`config.mk`:
```
export PLATFORM = sky130hd
export DESIGN_NAME = swsc_top
export DESIGN_NICKNAME = d
export VERILOG_FILES = /design/src/swsc_pkg.sv /design/src/swsc_deglitch.sv /design/src/swsc_top.sv
export SDC_FILE = /design/constraint.sdc
export NUM_CORES = 1
export LEC_CHECK = 0
export BUFFER_PORTS_ARGS = -buffer_cell sky130_fd_sc_hd__buf_2
export CAP_MARGIN = 5
export CORE_MARGIN = 2
export CORE_UTILIZATION = 40
export DETAILED_ROUTE_END_ITERATION = 12
export PLACE_DENSITY = 0.67
export SLEW_MARGIN = 20
export SYNTH_ARGS = -nofsm -noshare
export SYNTH_HDL_FRONTEND = slang
export SYNTH_SLANG_ARGS = --single-unit
export TNS_END_PERCENT = 30
```
`constraint.sdc`:
```
create_clock -name ref_clk_i -period 2.9 [get_ports ref_clk_i]
set_input_delay 0.145 -clock ref_clk_i [delete_from_list [all_inputs] [get_ports ref_clk_i]]
set_output_delay 0.145 -clock ref_clk_i [all_outputs]
set_load 0.01 [all_outputs]
```
`src/swsc_pkg.sv`:
```
// Constants and types for the standby/wake state control block.
// Assumes a single 25 MHz clock and an active-high asynchronous power-on reset.
//
// What this block does and expects of the outside wake logic
// State pin shows run indicator or clock-enable indicator, chosen by select bit.
// Run indicator: pin high when Operating or Idle, low in Standby.
// Clock-enable indicator: pin driven low only in Standby, released otherwise.
// Wake-up input is deglitched so short pulses never wake the system.
// Outside wake logic holds wake-up high at least 125 us.
// Detected wake in Standby moves to Operating; ignored in Idle or Operating.
// Wake-up may be ignored up to two seconds after power-on reset release.
// Outside wake logic raises wake-up for 125 us after that two seconds.
// User reset is active low, deglitched, and requests a system reset.
// User reset and two test straps captured at power-on release select test modes.
// User reset never clears the real-time clock; only power-on reset does.
// Configuration straps, boot select included, captured at power-on release and held.
// Power-on reset resets everything, real-time clock too, even for one cycle.
// Deglitched low power-fail input forces Standby.
// Low battery-good in Standby blocks start-up despite a wake request.
// Deglitched inputs are synchronised and accepted after a fixed stable count.
package swsc_pkg;

  // ----------------------------------------------------------------
  // Clock and timing
  // ----------------------------------------------------------------
  localparam int CLK_PERIOD_NS   = 40;
  localparam int WAKE_HOLD_NS    = 125000;
  // Filter shorter than the guaranteed hold so a 125 us pulse is always seen
  localparam int WAKE_FILT_NS    = 100000;
  localparam int INPUT_FILT_NS   = 4000;
  localparam int WAKE_IGNORE_MS  = 2000;
  localparam int NS_PER_MS       = 1000000;

  localparam int DG_CNT_W        = 12;
  localparam logic [DG_CNT_W-1:0] WAKE_FILT_CYC =
    DG_CNT_W'((WAKE_FILT_NS + CLK_PERIOD_NS - 1) / CLK_PERIOD_NS);
  localparam logic [DG_CNT_W-1:0] INPUT_FILT_CYC =
    DG_CNT_W'((INPUT_FILT_NS + CLK_PERIOD_NS - 1) / CLK_PERIOD_NS);

  localparam int GUARD_W         = 26;
  localparam int WAKE_IGNORE_CYC = (WAKE_IGNORE_MS / CLK_PERIOD_NS) * NS_PER_MS;

  // ----------------------------------------------------------------
  // Reset values
  // ----------------------------------------------------------------
  localparam logic [DG_CNT_W-1:0] DG_CNT_RST = 12'h000;
  localparam logic [GUARD_W-1:0]  GUARD_RST  = 26'h0000000;
  localparam logic [2:0]          TEST_RST   = 3'h7;
  localparam logic                PIN_SEL_RUN = 1'b0;

  // ----------------------------------------------------------------
  // Power states
  // ----------------------------------------------------------------
  typedef enum logic [1:0] {
    st_standby,
    st_operating,
    st_idle
  } swsc_state_type;

endpackage : swsc_pkg

```
`src/swsc_deglitch.sv`:
```
// Two-flop synchroniser followed by a stability filter for one input.
// Assumes the input is a slow level from a pin or button.
`timescale 1ns/1ps
`default_nettype none

module swsc_deglitch
  import swsc_pkg::*;
#(
  parameter logic [DG_CNT_W-1:0] STABLE_CYCLES = 12'h064,
  parameter logic                RESET_LEVEL   = 1'b0
) (
  input  wire logic ref_clk_i,
  input  wire logic reset_i,
  input  wire logic raw_i,
  output var  logic level_o
);

  logic                meta_q;
  logic                sync_q;
  logic                level_q;
  logic                level_d;
  logic [DG_CNT_W-1:0] cnt_q;
  logic [DG_CNT_W-1:0] cnt_d;

  // ----------------------------------------------------------------
  // Filter
  // ----------------------------------------------------------------
  always_comb begin
    level_d = level_q;
    cnt_d   = DG_CNT_RST;
    if (sync_q != level_q) begin
      // A change must persist the full count; any bounce restarts it
      if (cnt_q >= STABLE_CYCLES - 12'h001) begin
        level_d = sync_q;
      end else begin
        cnt_d = cnt_q + 12'h001;
      end
    end
  end

  always_ff @(posedge ref_clk_i or posedge reset_i) begin
    if (reset_i) begin
      meta_q  <= RESET_LEVEL;
      sync_q  <= RESET_LEVEL;
      level_q <= RESET_LEVEL;
      cnt_q   <= DG_CNT_RST;
    end else begin
      meta_q  <= raw_i;
      sync_q  <= meta_q;
      level_q <= level_d;
      cnt_q   <= cnt_d;
    end
  end

  assign level_o = level_q;

endmodule : swsc_deglitch

`default_nettype wire

```
`src/swsc_top.sv`:
```
// Power-state control: standby/operating/idle, wake-up, user reset and straps.
// Assumes reset_i is the inverted power-on reset pin and all pins are
// already synchronous to ref_clk_i; filters still resynchronise them.
`timescale 1ns/1ps
`default_nettype none

module swsc_top
  import swsc_pkg::*;
#(
  parameter int WAKE_IGNORE_CYCLES = WAKE_IGNORE_CYC
) (
  input  wire logic       ref_clk_i,
  input  wire logic       reset_i,
  input  wire logic       wakeup_i,
  input  wire logic       user_reset_n_i,
  input  wire logic       power_fail_n_i,
  input  wire logic       battery_good_i,
  input  wire logic [1:0] test_mode_strap_n_i,
  input  wire logic       media_change_boot_sel_n_i,
  input  wire logic       state_pin_select_i,
  input  wire logic       sw_standby_req_i,
  input  wire logic       sw_idle_req_i,
  input  wire logic       idle_exit_i,
  output var  logic       state_ctl_o,
  output var  logic       state_ctl_oe_n_o,
  output var  swsc_state_type state_o,
  output var  logic       system_reset_o,
  output var  logic       rtc_reset_o,
  output var  logic [2:0] test_mode_o,
  output var  logic       boot_rom_sel_o,
  output var  logic       straps_valid_o,
  output var  logic       media_change_n_o
);

  // ----------------------------------------------------------------
  // Helpers
  // ----------------------------------------------------------------
  function automatic logic is_active(input swsc_state_type st);
    is_active = (st != st_standby);
  endfunction : is_active

  // ----------------------------------------------------------------
  // Input filters
  // ----------------------------------------------------------------
  logic wake_lvl;
  logic user_reset_n_lvl;
  logic power_fail_n_lvl;
  logic battery_good_lvl;
  logic media_change_n_lvl;

  swsc_deglitch #(
    .STABLE_CYCLES (WAKE_FILT_CYC),
    .RESET_LEVEL   (1'b0)
  ) u_dg_wake (
    .ref_clk_i (ref_clk_i),
    .reset_i   (reset_i),
    .raw_i     (wakeup_i),
    .level_o   (wake_lvl)
  );

  swsc_deglitch #(
    .STABLE_CYCLES (INPUT_FILT_CYC),
    .RESET_LEVEL   (1'b1)
  ) u_dg_ureset (
    .ref_clk_i (ref_clk_i),
    .reset_i   (reset_i),
    .raw_i     (user_reset_n_i),
    .level_o   (user_reset_n_lvl)
  );

  swsc_deglitch #(
    .STABLE_CYCLES (INPUT_FILT_CYC),
    .RESET_LEVEL   (1'b1)
  ) u_dg_pwrfail (
    .ref_clk_i (ref_clk_i),
    .reset_i   (reset_i),
    .raw_i     (power_fail_n_i),
    .level_o   (power_fail_n_lvl)
  );

  swsc_deglitch #(
    .STABLE_CYCLES (INPUT_FILT_CYC),
    .RESET_LEVEL   (1'b1)
  ) u_dg_battery_good (
    .ref_clk_i (ref_clk_i),
    .reset_i   (reset_i),
    .raw_i     (battery_good_i),
    .level_o   (battery_good_lvl)
  );

  swsc_deglitch #(
    .STABLE_CYCLES (INPUT_FILT_CYC),
    .RESET_LEVEL   (1'b1)
  ) u_dg_media (
    .ref_clk_i (ref_clk_i),
    .reset_i   (reset_i),
    .raw_i     (media_change_boot_sel_n_i),
    .level_o   (media_change_n_lvl)
  );

  // ----------------------------------------------------------------
  // Wake guard after power-on
  // ----------------------------------------------------------------
  // Wake edges inside the guard are dropped, not queued; the outside
  // logic must present a fresh pulse once the guard has run out.
  logic [GUARD_W-1:0] guard_q;
  logic [GUARD_W-1:0] guard_d;
  logic               guard_done;

  always_comb begin
    guard_done = (guard_q >= GUARD_W'(WAKE_IGNORE_CYCLES));
    guard_d    = guard_q;
    if (!guard_done) begin
      guard_d = guard_q + 26'h0000001;
    end
  end

  always_ff @(posedge ref_clk_i or posedge reset_i) begin
    if (reset_i) begin
      guard_q <= GUARD_RST;
    end else begin
      guard_q <= guard_d;
    end
  end

  // ----------------------------------------------------------------
  // Power state machine
  // ----------------------------------------------------------------
  swsc_state_type state_q;
  swsc_state_type state_d;
  logic           wake_prev_q;
  logic           wake_prev_d;
  logic           wake_rise;

  always_comb begin
    wake_prev_d = wake_lvl;
    // Edge, not level: a wake line left high must not undo a software standby
    wake_rise   = wake_lvl && !wake_prev_q;
    state_d     = state_q;
    case (state_q)
      st_standby: begin
        // Low battery holds the system down even with a valid wake
        if (wake_rise && guard_done && battery_good_lvl) begin
          state_d = st_operating;
        end
      end
      st_operating: begin
        if (sw_standby_req_i) begin
          state_d = st_standby;
        end else if (sw_idle_req_i) begin
          state_d = st_idle;
        end
      end
      st_idle: begin
        if (sw_standby_req_i) begin
          state_d = st_standby;
        end else if (idle_exit_i) begin
          state_d = st_operating;
        end
      end
      default: begin
        state_d = st_standby;
      end
    endcase
    if (!power_fail_n_lvl) begin
      state_d = st_standby;
    end
  end

  // Power-on reset puts the system in Standby; a wake after the guard, with battery good, brings it up
  always_ff @(posedge ref_clk_i or posedge reset_i) begin
    if (reset_i) begin
      state_q     <= st_standby;
      wake_prev_q <= 1'b0;
    end else begin
      state_q     <= state_d;
      wake_prev_q <= wake_prev_d;
    end
  end

  // ----------------------------------------------------------------
  // State pin and state output
  // ----------------------------------------------------------------
  logic state_ctl_q;
  logic state_ctl_d;
  logic state_ctl_oe_n_q;
  logic state_ctl_oe_n_d;

  always_comb begin
    if (state_pin_select_i == PIN_SEL_RUN) begin
      state_ctl_d      = is_active(state_d);
      state_ctl_oe_n_d = 1'b0;
    end else begin
      // Clock-enable indicator: pull low in Standby, release otherwise
      state_ctl_d      = 1'b0;
      state_ctl_oe_n_d = is_active(state_d);
    end
  end

  always_ff @(posedge ref_clk_i or posedge reset_i) begin
    if (reset_i) begin
      state_ctl_q      <= 1'b0;
      state_ctl_oe_n_q <= 1'b0;
    end else begin
      state_ctl_q      <= state_ctl_d;
      state_ctl_oe_n_q <= state_ctl_oe_n_d;
    end
  end

  // ----------------------------------------------------------------
  // Resets
  // ----------------------------------------------------------------
  logic system_reset_q;
  logic system_reset_d;
  logic rtc_reset_q;
  logic rtc_reset_d;

  always_comb begin
    system_reset_d = !user_reset_n_lvl;
    // Real-time clock is cleared by power-on reset alone
    rtc_reset_d    = 1'b0;
  end

  always_ff @(posedge ref_clk_i or posedge reset_i) begin
    if (reset_i) begin
      system_reset_q <= 1'b1;
      rtc_reset_q    <= 1'b1;
    end else begin
      system_reset_q <= system_reset_d;
      rtc_reset_q    <= rtc_reset_d;
    end
  end

  // ----------------------------------------------------------------
  // Strap capture at power-on release
  // ----------------------------------------------------------------
  // Async reset cannot load pin values, so the straps are taken on the
  // first clock edge after release and then frozen.
  logic       straps_valid_q;
  logic       straps_valid_d;
  logic [2:0] test_mode_q;
  logic [2:0] test_mode_d;
  logic       boot_rom_q;
  logic       boot_rom_d;

  always_comb begin
    straps_valid_d = 1'b1;
    test_mode_d    = test_mode_q;
    boot_rom_d     = boot_rom_q;
    if (!straps_valid_q) begin
      test_mode_d = {user_reset_n_i, test_mode_strap_n_i};
      boot_rom_d  = !media_change_boot_sel_n_i;
    end
  end

  always_ff @(posedge ref_clk_i or posedge reset_i) begin
    if (reset_i) begin
      straps_valid_q <= 1'b0;
      test_mode_q    <= TEST_RST;
      boot_rom_q     <= 1'b0;
    end else begin
      straps_valid_q <= straps_valid_d;
      test_mode_q    <= test_mode_d;
      boot_rom_q     <= boot_rom_d;
    end
  end

  // ----------------------------------------------------------------
  // Output registers
  // ----------------------------------------------------------------
  logic media_change_n_q;
  logic media_change_n_d;

  always_comb begin
    media_change_n_d = media_change_n_lvl;
  end

  always_ff @(posedge ref_clk_i or posedge reset_i) begin
    if (reset_i) begin
      media_change_n_q <= 1'b1;
    end else begin
      media_change_n_q <= media_change_n_d;
    end
  end

  assign state_ctl_o      = state_ctl_q;
  assign state_ctl_oe_n_o = state_ctl_oe_n_q;
  assign state_o          = state_q;
  assign system_reset_o   = system_reset_q;
  assign rtc_reset_o      = rtc_reset_q;
  assign test_mode_o      = test_mode_q;
  assign boot_rom_sel_o   = boot_rom_q;
  assign straps_valid_o   = straps_valid_q;
  assign media_change_n_o = media_change_n_q;

endmodule : swsc_top

`default_nettype wire

```
After elaboration in Yosys (flattened, before gate mapping)
Cells that the tools add are included.
{"block": "word_totals", "input_bits": 13, "regBits": 114, "elab_cells": 82, "out_inout_bits": 12}
{"block": "classes", "n_addsub": 6, "n_mux": 19, "magnitude_cmp": 6, "n_eq_ne": 7, "n_reduce_logical": 13}
{"cell": "two-way mux 12 bit", "n": 10}
{"cell": "adder 12 x 1 -> 12 bit, second input constant", "n": 5}
{"cell": "greater-or-equal comparator 12 x 7 -> 1 bit, second input constant", "n": 4}
{"cell": "adder 26 x 1 -> 26 bit, second input constant", "n": 1}
{"cell": "greater-or-equal comparator 26 bit, second input constant", "n": 1}
{"cell": "greater-or-equal comparator 12 bit, second input constant", "n": 1}
{"cell": "two-way mux 2 bit", "n": 6}
{"cell": "AND reduction 2 bit", "n": 5}
{"cell": "one-hot mux 2 bit (3 select lines)", "n": 1}
{"cell": "inequality test 1 bit", "n": 5}
{"cell": "logical AND 1 bit", "n": 3}
{"cell": "logical NOT 1 bit", "n": 3}
{"cell": "equality test 2 x 1 -> 1 bit, second input constant", "n": 1}
{"cell": "equality test 2 bit, second input constant", "n": 1}
{"cell": "logical NOT 2 bit", "n": 1}
{"cell": "two-way mux 1 bit", "n": 2}
{"cell": "nonzero test 2 bit", "n": 1}

Depth between registers and ports, before layout
Gate-level depths: netlist of the first run.
{"block": "logic_depth", "ltp_word": 9, "mapped_depth": 7, "ltp_nobuf": 6}

By module
A second synthesis of the first run with hierarchy kept.
{"block": "unflattened", "hier_cells": 409, "hier_area_um2": 4862.2}
{"module": "swsc_deglitch (u_dg_battery_good ...)", "area_each_um2": 593.1, "n_inst": 4, "cells_per_inst": 46, "seq_area_each_um2": 379.1}
{"module": "swsc_top", "area_each_um2": 1785.5, "n_inst": 1, "cells_per_inst": 158, "seq_area_each_um2": 983.4}
{"module": "swsc_deglitch (u_dg_wake)", "area_each_um2": 704.4, "n_inst": 1, "cells_per_inst": 67, "seq_area_each_um2": 375.4}

Least setup slack after synthesis of the first run
No wires, ideal clock.
{"block": "synth_path", "kind": "reg-to-reg", "from": "reg u_dg_ureset.cnt_q[0]", "to": "reg u_dg_ureset.cnt_q[2]", "t_arrival_ns": 1.673, "t_required_ns": 2.828, "period_less_slack_ns": 1.745, "slack_ns": 1.155, "stages_incl_launch_ff": 6, "path_buffers": 0, "setup_time_ns": 0.072, "cell_sequence": "dfrtp_1 -> ha_1 -> or4_1 -> a311o_1 -> nand2b_1 -> nor2_1"}
{"block": "synth_between", "elab_chain_cells": 3, "elab_cells_between_ends": 4, "classes_between": "1 x add/sub; 1 x order compare; 2 x mux"}
{"item": "start: declaration", "line_no": "swsc_deglitch.sv:22", "text": "logic [DG_CNT_W-1:0] cnt_q;"}
{"item": "start signal: assignment", "line_no": "swsc_deglitch.sv:51", "text": "cnt_q <= cnt_d;"}
{"item": "adder 12 x 1 -> 12 bit or greater-or-equal comparator 12 x 7 -> 1 bit (tied branches)", "line_no": "swsc_deglitch.sv:36, swsc_deglitch.sv:33"}
{"item": "two-way mux 12 bit *", "line_no": "swsc_deglitch.sv:33", "text": "if (cnt_q >= STABLE_CYCLES - 12'h001) begin"}
{"item": "two-way mux 12 bit *", "line_no": "swsc_deglitch.sv:31", "text": "if (sync_q != level_q) begin"}
{"item": "via u_dg_ureset.cnt_d[2]", "line_no": "swsc_deglitch.sv:23", "text": "logic [DG_CNT_W-1:0] cnt_d;"}
Mark *: on every way through the listed nets, which the timed path passes. The rest lies on a longest branch.
A chain may end at the register's enable or synchronous reset.

Worst setup path after layout of the first run
{"block": "layout_path", "from": "reg guard_q[8]", "to": "reg guard_q[18]"}
{"block": "layout_between", "elab_chain_cells": 1, "elab_cells_between_ends": 2, "classes_between": "1 x add/sub; 1 x order compare"}
{"item": "start: declaration", "line_no": "swsc_top.sv:106", "text": "logic [GUARD_W-1:0] guard_q;"}
{"item": "start signal: assignment", "line_no": "swsc_top.sv:122", "text": "guard_q <= guard_d;"}
{"item": "adder 26 x 1 -> 26 bit or greater-or-equal comparator 26 bit (tied branches)", "line_no": "swsc_top.sv:114, swsc_top.sv:111"}
Parallel ways exist; a longest one is shown, timed or not.

==> flow_summary.json, run 1 <==
{
  "irDropWorstVdd_uv": 518.2,
  "critPathLaunchType": "flip-flop",
  "clk_latency_ps": 400,
  "synth_area_per_cell_um2": 12.36,
  "dieWidth_um": 110.9,
  "seq_area_frac_synth_pct": 62.87,
  "clockPowerShare_pct": 51.4,
  "status": "finished, final reports clean",
  "crit_type": "reg2reg",
  "fin_setup_tns_ps": 0,
  "p_leak_nw": 2.551,
  "hold_violations": 0,
  "initial_core_util_pct": 40.57,
  "synth.distinct_cells": 42,
  "globalRouteOverflowTotal": 0,
  "combPwrFrac_pct": 2.7,
  "fin_nets": 461,
  "drive_gt1_share_pct": 20.48,
  "drtPass1Iterations": 4,
  "finalSetupViolations": 0,
  "drtIter0Drc": 187,
  "fill_cells": 990,
  "end_kind": "flip-flop",
  "die_h_um": 110.9,
  "drc_errors": 0,
  "power_density_nw_per_um2": 647.7,
  "ioPinCount": 25,
  "drv_slew": 0,
  "cts_setup_buffers": 0,
  "maxCapViolations": 0,
  "net-switching-power_w": 0.0007243,
  "track_usage_pct": 13.26,
  "period_share_pct": 73.78,
  "synth-edff-count": 0,
  "ant_nets": 0,
  "place_hpwl_mm": 4.592,
  "core_um2": 11270,
  "cts_resized": 0,
  "cts_inserted_buffers": 17,
  "ys_ff_latch": 114,
  "area.growth.synth_to_final_pct": 22.16,
  "cts_root_buffer": "clkbuf_16",
  "fmax_mhz": 467.4,
  "fin_crit_ps": 2139,
  "cts.clk_slew.worst_paths_ps": 50,
  "cts_tree": "yes",
  "reg2reg_depth": 6,
  "arrival_ps": 2460,
  "antenna_found_initial": 0,
  "routed_wirelength_mm": 7.070,
  "wire_per_inst_um": 11.84,
  "grt_max_degree": 63,
  "p_sw_share_pct": 20.02,
  "rsz0062_at_grt": "false",
  "avgViaCountPerCell": 4.692,
  "hold_path_class": "in2reg",
  "cts_max_level": 4,
  "portBuffers": 24,
  "ys_async_sr_fraction_pct": 100.0,
  "synthFlopType": "dfrtp_1",
  "clock-sinks": 114,
  "worst_slew_pin_slew_ps": 768.0,
  "clockBufferDepth": 2,
  "routed-via-count": 2801,
  "hold_slack_ps": 20.57,
  "die-area_um2": 12300,
  "crit_fanout": 11,
  "syn_inst": 370,
  "rows": 39,
  "sequentialPowerShare_pct": 45.9,
  "netlist_area_um2": 4573,
  "antenna-diode-count": 0,
  "hold_depth": 4,
  "finClkSkew_ps": 9.420,
  "intPower_w": 0.002894,
  "gp_congestion": 0.7582,
  "grt_pass1_vias": 2867,
  "ys_warn_count": 0,
  "slew_headroom_pct": 48.80,
  "grt_pass1_wl_mm": 13.01,
  "worstPathRequired_ps": 3220
}
-- cells in the mapped netlist (2+ instances only) --
cell type  instances  area, µm²
or4_1              8      60.06
nand3_1           17      85.08
nor2_1            53      198.9
a31oi_1            6      37.54
xor2_1            27      236.5
nor3_1             4      20.02
and3_1            16      100.1
xnor2_1           28      245.2
nor4_1             2      12.51
a21oi_1            2      10.01
mux2_2             7      78.83
o21ai_0            3      15.01
nor3_2             8      80.08
nand2b_1           5      31.28
nand4_1            5      31.28
nand2_1           18      67.56
conb_1             2      7.510
inv_1             14      52.55
dfrtp_1           96       2402
dfstp_2           18      473.0
ha_1               7      87.58
a311o_1            4      40.04
-- critical path: stages (launching register included) --
cell       delay [ps]
dfrtp_1           440
nor3_2            190
o21ai_2            80
a211oi_4          290
o2111ai_2         430
nor4_1            460
xor2_1            180
-- what timing repair did --
item / 4_1_cts / 5_1_grt
hold endpoints to repair: 24 / 0
hold buffers: 9 / 0
setup endpoints to repair: 0 / 0
-- path summary, 6_finish.rpt --
check                                     from             endpoint  slack [ps]
setup / recovery                    guard_q[8]          guard_q[18]         760
hold / removal                     idle_exit_i           state_o[1]          20
setup reg to reg                    guard_q[8]          guard_q[18]         760
hold reg to reg            u_dg_pwrfail.meta_q  u_dg_pwrfail.sync_q         350
max in group asynchronous              reset_i  u_dg_pwrfail.meta_q        1800
min in group asynchronous              reset_i     state_ctl_oe_n_o         320
-- area by class of cell --
class,instances,area (µm²),share of cell area (%)
sequential,114,2875,51.47
multi-input combinational,259,1700,30.44
tap,143,178.9,3.203
timing repair buffer,35,237.7,4.255
clock buffer,25,475.5,8.511
inverter,14,56.30,1.008
clock inverter,7,62.56,1.120
-- stage by stage --
| stage | total power [W] | setup slack (ps) | cells | util [%] | cell area, µm² |
|---|---|---|---|---|---|
| after floorplan | 0.001739 | 1155 | 390 | - | 4652 |
| after global placement | 0.001774 | 804.0 | 556 | 43.99 | 4959 |
| after detailed placement | 0.001778 | 757.5 | 556 | 43.99 | 4959 |
| after CTS | 0.003668 | 761.6 | 597 | 49.56 | 5587 |
| after global routing | 0.003770 | 577.0 | 597 | 49.56 | 5587 |
| final | 0.003618 | 760.5 | 597 | 49.56 | 5587 |
-- cells in the final DEF (no fill, tap or decap), types with 2 or more instances in the layout --
cell / count
dfrtp_1: 96
nor2_1: 53
xnor2_1: 28
xor2_1: 27
buf_2: 24
conb_1: 22
nand2_1: 18
dfstp_2: 18
nand3_1: 17
clkbuf_16: 17
and3_1: 16
inv_1: 13
dlygate4sd3_1: 9
nor3_2: 8
or4_1: 8
mux2_2: 7
ha_1: 7
a31oi_1: 6
clkbuf_1: 6
nand4_1: 5
nand2b_1: 5
clkinv_2: 5
nor3_1: 4
a311o_1: 4
o21ai_0: 3
a21oi_1: 2
clkinvlp_4: 2
nor4_1: 2
clkbuf_8: 2
-- sequential cells by signal, summed over array words and instances, names as in the netlist, 2 cells and up --
name and count:
u_dg_wake.cnt_q 12, state_o 2, u_dg_pwrfail.cnt_q 12, u_dg_media.cnt_q 12, guard_q 26, u_dg_battery_good.cnt_q 12, u_dg_ureset.cnt_q 12, test_mode_o 3
-- kinds of logic after synthesis --
family                   synth area share (%)
multiplexers                            1.970
AND/OR/NAND/NOR                         16.55
other                                  0.1642
adder cells (fa/ha/maj)                 1.915
buffers and inverters                   1.587
flip-flops                              62.87
XOR/XNOR                                10.53
AO/OA/AOI/OAI                           4.405
-- power groups by stage --
stage                     logic [W]  registers [W]  clock network (W)
after floorplan           0.0000513        0.00169                  0
after global placement    0.0000889        0.00169                  0
after detailed placement  0.0000907        0.00169                  0
after CTS                  0.000100        0.00166            0.00191
after global routing       0.000112        0.00166            0.00199
final                     0.0000967        0.00166            0.00186
-- per-layer routing --
| layer | vias to the layer above | global-route usage (%) | wire length, µm |
|---|---|---|---|
| met3 | 16 | 4.811 | 254 |
| li1 | 1382 | - | - |
| met4 | 0 | 6.500 | 153 |
| met2 | 41 | 19.92 | 3297 |
| met5 | - | 0 | 0 |
| met1 | 1362 | 17.08 | 3364 |
(Power assumes the default switching activity.)
==> run 2: changes to the inputs <==
Clock period 2.9 ns to 1.9 ns, I/O delays scaled along.
==> run 2 against run 1 <==
  * Core utilization increased by 1.8 points
  * Largest power group unchanged
  * Clock skew up 1.5 ps
  * Global-route usage up 0.36 points
==> flow_summary.json, run 2 (same netlist as run 1, synthesis figures left out) <==
{
  "status": "finished, final reports clean",
  "r2r_slack_ps": 80,
  "place_hpwl_mm": 4.634,
  "power_density_nw_per_um2": 1001,
  "clk_latency_ps": 410,
  "final_common_cell": "dfrtp_1",
  "drive_gt1_share_pct": 24.15,
  "critPathLaunchType": "flip-flop",
  "finalSetupViolations": 0,
  "drc_errors": 0,
  "fin_crit_ps": 1817,
  "crit_type": "reg2reg",
  "ant_nets": 0,
  "die_h_um": 110.9,
  "area.growth.synth_to_final_pct": 26.51,
  "grt-busiest-layer": "met2",
  "ioPinCount": 25,
  "drtIter0Drc": 265,
  "grt_pass1_vias": 2994,
  "critPathLaunch": "u_dg_media.cnt_q[0]",
  "fmax_mhz": 550.5,
  "initial_core_util_pct": 40.57,
  "drtPass1Iterations": 4,
  "slew_headroom_pct": 61.20,
  "cts_tree": "yes",
  "met1_usage_pct": 17.42,
  "fin_nets": 475,
  "period_share_pct": 95.61,
  "combPwrFrac_pct": 2.7,
  "worstPathRequired_ps": 2240,
  "grt_pass1_wl_mm": 13.38,
  "routed_wirelength_mm": 7.433,
  "r2r_end": "u_dg_media.cnt_q[2]",
  "gp_congestion": 0.7722,
  "clock-sinks": 114,
  "portBuffers": 24,
  "end_kind": "flip-flop",
  "largest_register_ffs": 26,
  "mostFrequentLayoutCells": "dfrtp_1, nor2_1, xnor2_1",
  "arrival_ps": 2150,
  "largest-register": "guard_q",
  "p_sw_share_pct": 20.08,
  "reg2reg_depth": 5,
  "placed_cells": 568,
  "placed_cell_area_um2": 5049,
  "wire_per_inst_um": 12.17,
  "cts_inserted_buffers": 17,
  "final_cell_count_no_fill": 611,
  "setup_slack_ps": 83.40,
  "cts_setup_buffers": 0,
  "r2r_start": "u_dg_media.cnt_q[0]",
  "track_usage_pct": 13.62,
  "met2_usage_pct": 21.15,
  "p_leak_nw": 2.708,
  "die-area_um2": 12300,
  "rows": 39,
  "sequentialPowerShare_pct": 43.8,
  "final_util_pct": 51.33,
  "worst_slew_pin_slew_ps": 582.0,
  "avgViaCountPerCell": 4.717,
  "finClkSkew_ps": 10.89,
  "use_met3_pct": 5.467,
  "net-switching-power_w": 0.001162,
  "rsz0062_at_grt": "true",
  "irDropWorstVdd_uv": 800.4,
  "fin_area_um2": 5786,
  "intPower_w": 0.004627,
  "hold_path_class": "in2reg",
  "clockPowerShare_pct": 53.5,
  "clockBufferDepth": 2,
  "cts.clk_slew.worst_paths_ps": 50,
  "core_um2": 11270,
  "cts_root_buffer": "clkbuf_16",
  "dieWidth_um": 110.9,
  "routed-via-count": 2882,
  "hold_violations": 0,
  "crit_fanout": 7,
  "power_w": 0.005789,
  "antenna-diode-count": 0,
  "maxCapViolations": 0,
  "grt_max_degree": 115,
  "cts_max_level": 4,
  "antenna_found_initial": 0,
  "globalRouteOverflowTotal": 0,
  "crit_end": "u_dg_media.cnt_q[2]",
  "drv_slew": 0,
  "place_ws_ps": -18.87
}
[run 2: cell count changes in the layout (fill, tap and decap cells not counted), moves of 2 or more]
cell and change:
dlygate4sd3_1 +2, nand2b_1 -4, clkbuf_8 +2, nor3_2 -2
nand2b_4 +3, buf_4 +12, nor3_4 +2
[run 2: worst max-delay path, stage by stage (launching register included)]
cell and delay [ps]:
dfrtp_1 380, ha_1 200, or4_1 400, a311o_1 380, nand2b_2 250, nor2_1 130
[run 2: how the worst min path moves through the flow]
stage                      from                        to  cells past startpoint
2_1_floorplan    battery_good_i  u_dg_battery_good.meta_q                      0
3_3_place_gp     battery_good_i  u_dg_battery_good.meta_q                      1
3_5_place_dp     battery_good_i  u_dg_battery_good.meta_q                      1
4_1_cts        sw_standby_req_i                state_o[0]                      3
5_1_grt        sw_standby_req_i                state_o[0]                      3
6_report       sw_standby_req_i                state_o[0]                      3
[run 2: cell type report]
type	instances	area (µm²)
Timing Repair Buffer	49	347.8
Multi-Input combinational cell	259	1748
Sequential cell	114	2875
Clock buffer	26	499.2
Clock inverter	6	80.08
Inverter	14	56.30
Fill cell	947	5487
Tap cell	143	178.9
[run 2: stage by stage]
stage | hold slack, ps | setup TNS [ps]
after detailed placement | 201.4 | -21.31
after global routing | 118.8 | -172.9
after CTS | 65.43 | 0
final | 73.66 | 0
after global placement | 199.9 | 0
after floorplan | 99.48 | 0
[run 2: timing repair]
action,CTS,global route
endpoints found under the hold margin,108,0
hold buffers,11,0
resized for setup,1,11
setup endpoints to repair,2,36
[run 2: per-layer routing]
metal	share of wire (%)	vias to the layer above
met5	0	-
met4	1.1	0
met3	4.3	12
met2	47	45
met1	48	1419
li1	-	1406
[run 2: power by group through the flow]
stage | sequential (W) | clock [W] | combinational, W
floorplan | 0.00258 | 0 | 0.0000783
global placement | 0.00257 | 0 | 0.000134
detailed placement | 0.00258 | 0 | 0.000137
CTS | 0.00254 | 0.00316 | 0.000154
global route | 0.00254 | 0.00329 | 0.000179
finish | 0.00254 | 0.00310 | 0.000156
==> run 3: changes to the inputs <==
Settings changed: CELL_PAD_IN_SITES_DETAIL_PLACEMENT set to 0, CELL_PAD_IN_SITES_GLOBAL_PLACEMENT set to 2, PLACE_DENSITY 0.67 to 0.84.
Clock period 1.9 ns to 1.7 ns, I/O delays scaled along.
==> run 3 against run 2 <==
  * The run now ends with negative setup slack left
  * Non-clock buffer count rose by 41
  * Largest power group unchanged
  * Via count increased by 4.5%
  * Count of clock-buffer cells in the layout down 3
  * Sequential share of layout area down 3.5 points
  * Clock skew is 4.0 ps lower
  * Critical endpoint is now guard_q[23]
  * Maximum frequency grew 0.51%
==> flow_summary.json, run 3 (same netlist as run 1, synthesis figures left out) <==
{
  "rsz0062_at_grt": "true",
  "routed-via-count": 3011,
  "rows": 39,
  "setup_slack_ps": -107.3,
  "ant_nets": 0,
  "irDropWorstVdd_uv": 859.5,
  "dieWidth_um": 110.9,
  "status": "finished with violations",
  "cts_root_buffer": "clkbuf_16",
  "period_share_pct": 106.3,
  "track_usage_pct": 14.48,
  "finalSetupViolations": 13,
  "net-switching-power_w": 0.001313,
  "crit_type": "reg2reg",
  "cts_tree": "yes",
  "fmax_mhz": 553.3,
  "ioPinCount": 25,
  "avgViaCountPerCell": 4.618,
  "drv_slew": 0,
  "core_um2": 11270,
  "antenna_found_initial": 0,
  "cp_top_family": "compound AO/OA/AOI/OAI gates",
  "cts_inserted_buffers": 17,
  "area.growth.synth_to_final_pct": 36.06,
  "finClkSkew_ps": 6.875,
  "portBuffers": 24,
  "slew_headroom_pct": 59.34,
  "clock-sinks": 114,
  "cts_max_level": 4,
  "die-area_um2": 12300,
  "crit_chain": "nor3_2 -> o21ai_2 -> a211oi_4 -> buf_4 -> o2111a_1 -> buf_6 -> nand4_1 -> xnor2_1",
  "r2r_start": "guard_q[7]",
  "end_kind": "flip-flop",
  "hold_path_class": "in2reg",
  "place_ws_ps": -187.3,
  "wire_per_inst_um": 12.09,
  "final_common_cell": "dfrtp_1",
  "mostFrequentLayoutCells": "dfrtp_1, nor2_1, buf_4",
  "drtIter0Drc": 122,
  "hold_depth": 3,
  "grt_pass1_wl_mm": 14.15,
  "holdCritStartpoint": "idle_exit_i",
  "arrival_ps": 2100,
  "power_density_nw_per_um2": 1067,
  "cpPeakStageDelay_ps": 390,
  "largest-register": "guard_q",
  "grt_pass1_vias": 3153,
  "r2r_slack_ps": -110,
  "violations": "negative setup slack",
  "worst_slew_pin_slew_ps": 609.9,
  "grt_max_degree": 115,
  "combPwrFrac_pct": 2.8,
  "reg2reg_depth": 8,
  "drive_gt1_share_pct": 33.79,
  "clk_latency_ps": 410,
  "antenna-diode-count": 0,
  "gp_congestion": 0.7939,
  "crit_fanout": 4,
  "routed_wirelength_mm": 7.880,
  "clockPowerShare_pct": 54.5,
  "min_to": "state_o[0]",
  "globalRouteOverflowTotal": 0,
  "r2r_end": "guard_q[23]",
  "maxCapViolations": 0,
  "p_leak_nw": 2.944,
  "initial_core_util_pct": 40.57,
  "drc_errors": 0,
  "intPower_w": 0.005328,
  "worstPathRequired_ps": 1990,
  "hold_slack_ps": 21.34,
  "clockBufferDepth": 2,
  "power_w": 0.006641,
  "fin_crit_ps": 1807,
  "slowest_stage": "dfrtp_1",
  "place_hpwl_mm": 5.036,
  "die_h_um": 110.9,
  "p_sw_share_pct": 19.78,
  "sequentialPowerShare_pct": 42.7,
  "drtPass1Iterations": 4,
  "cts.clk_slew.worst_paths_ps": 50,
  "crit_buf_inv": 2,
  "hold_violations": 0,
  "fin_nets": 516,
  "largest_register_ffs": 26,
  "critPathLaunchType": "flip-flop"
}
## run 3: changes by cell type in the layout (fill, tap and decap cells not counted), sizes merged
cell / delta
bufinv: +1
clkinv: -1
clkinvlp: +3
dlygate4sd3: +1
clkbuf: -3
buf: +40
## run 3: area by class of cell
type / instances / area, µm²
Timing Repair Buffer: 90 / 669.4
Clock inverter: 9 / 127.6
Fill cell: 969 / 5050
Clock buffer: 23 / 488.0
Multi-Input combinational cell: 259 / 1827
Tap cell: 143 / 178.9
Inverter: 14 / 56.30
Sequential cell: 114 / 2875
## run 3: worst max path at each step
stage,start,cells after the start,slack (ps),endpoint
final,guard_q[7],8,-110,guard_q[23]
after global routing,guard_q[7],6,-220,guard_q[18]
after CTS,guard_q[7],8,-110,guard_q[23]
after detailed placement,u_dg_media.cnt_q[0],5,-190,u_dg_media.cnt_q[6]
after global placement,u_dg_ureset.cnt_q[0],5,-150,u_dg_ureset.cnt_q[5]
after floorplan,u_dg_ureset.cnt_q[0],5,-40,u_dg_ureset.cnt_q[2]
## run 3: repair_timing
| item | CTS | global route |
|---|---|---|
| hold endpoints to repair | 108 | 0 |
| hold buffers | 12 | 0 |
| pin swaps | 10 | 9 |
| gates resized for setup | 17 | 18 |
| endpoints found under the setup margin | 51 | 56 |
| setup buffers | 0 | 2 |
## run 3: layer usage
metal	GRT usage [%]	part of all wire, %	vias up
li1	-	-	1491
met1	18.06	47	1474
met2	22.70	48	35
met3	4.866	3.4	11
met4	7.000	1.3	0
met5	0	0	-
## run 3: tightest hold or removal path, cell delays in order
cell     delay, ps
buf_2           90
a31oi_1         70
o21ai_0        140
## run 3: per-stage QoR
step / util, % / setup TNS (ps) / cell area (µm²) / cells
detailed placement: 47.32 / -5095 / 5334 / 606
finish: 55.20 / -703.9 / 6222 / 652
CTS: 54.50 / -962.4 / 6143 / 650
global placement: 47.32 / -3689 / 5334 / 606
floorplan: - / -1084 / 4652 / 390
global route: 55.20 / -3288 / 6222 / 652
## run 3: power groups by stage
stage / registers [W] / logic [W] / clock network [W]
final: 0.00283 / 0.000185 / 0.00362
after global routing: 0.00284 / 0.000213 / 0.00386
after CTS: 0.00283 / 0.000190 / 0.00373
after detailed placement: 0.00288 / 0.000163 / 0
after global placement: 0.00287 / 0.000161 / 0
after floorplan: 0.00288 / 0.0000875 / 0
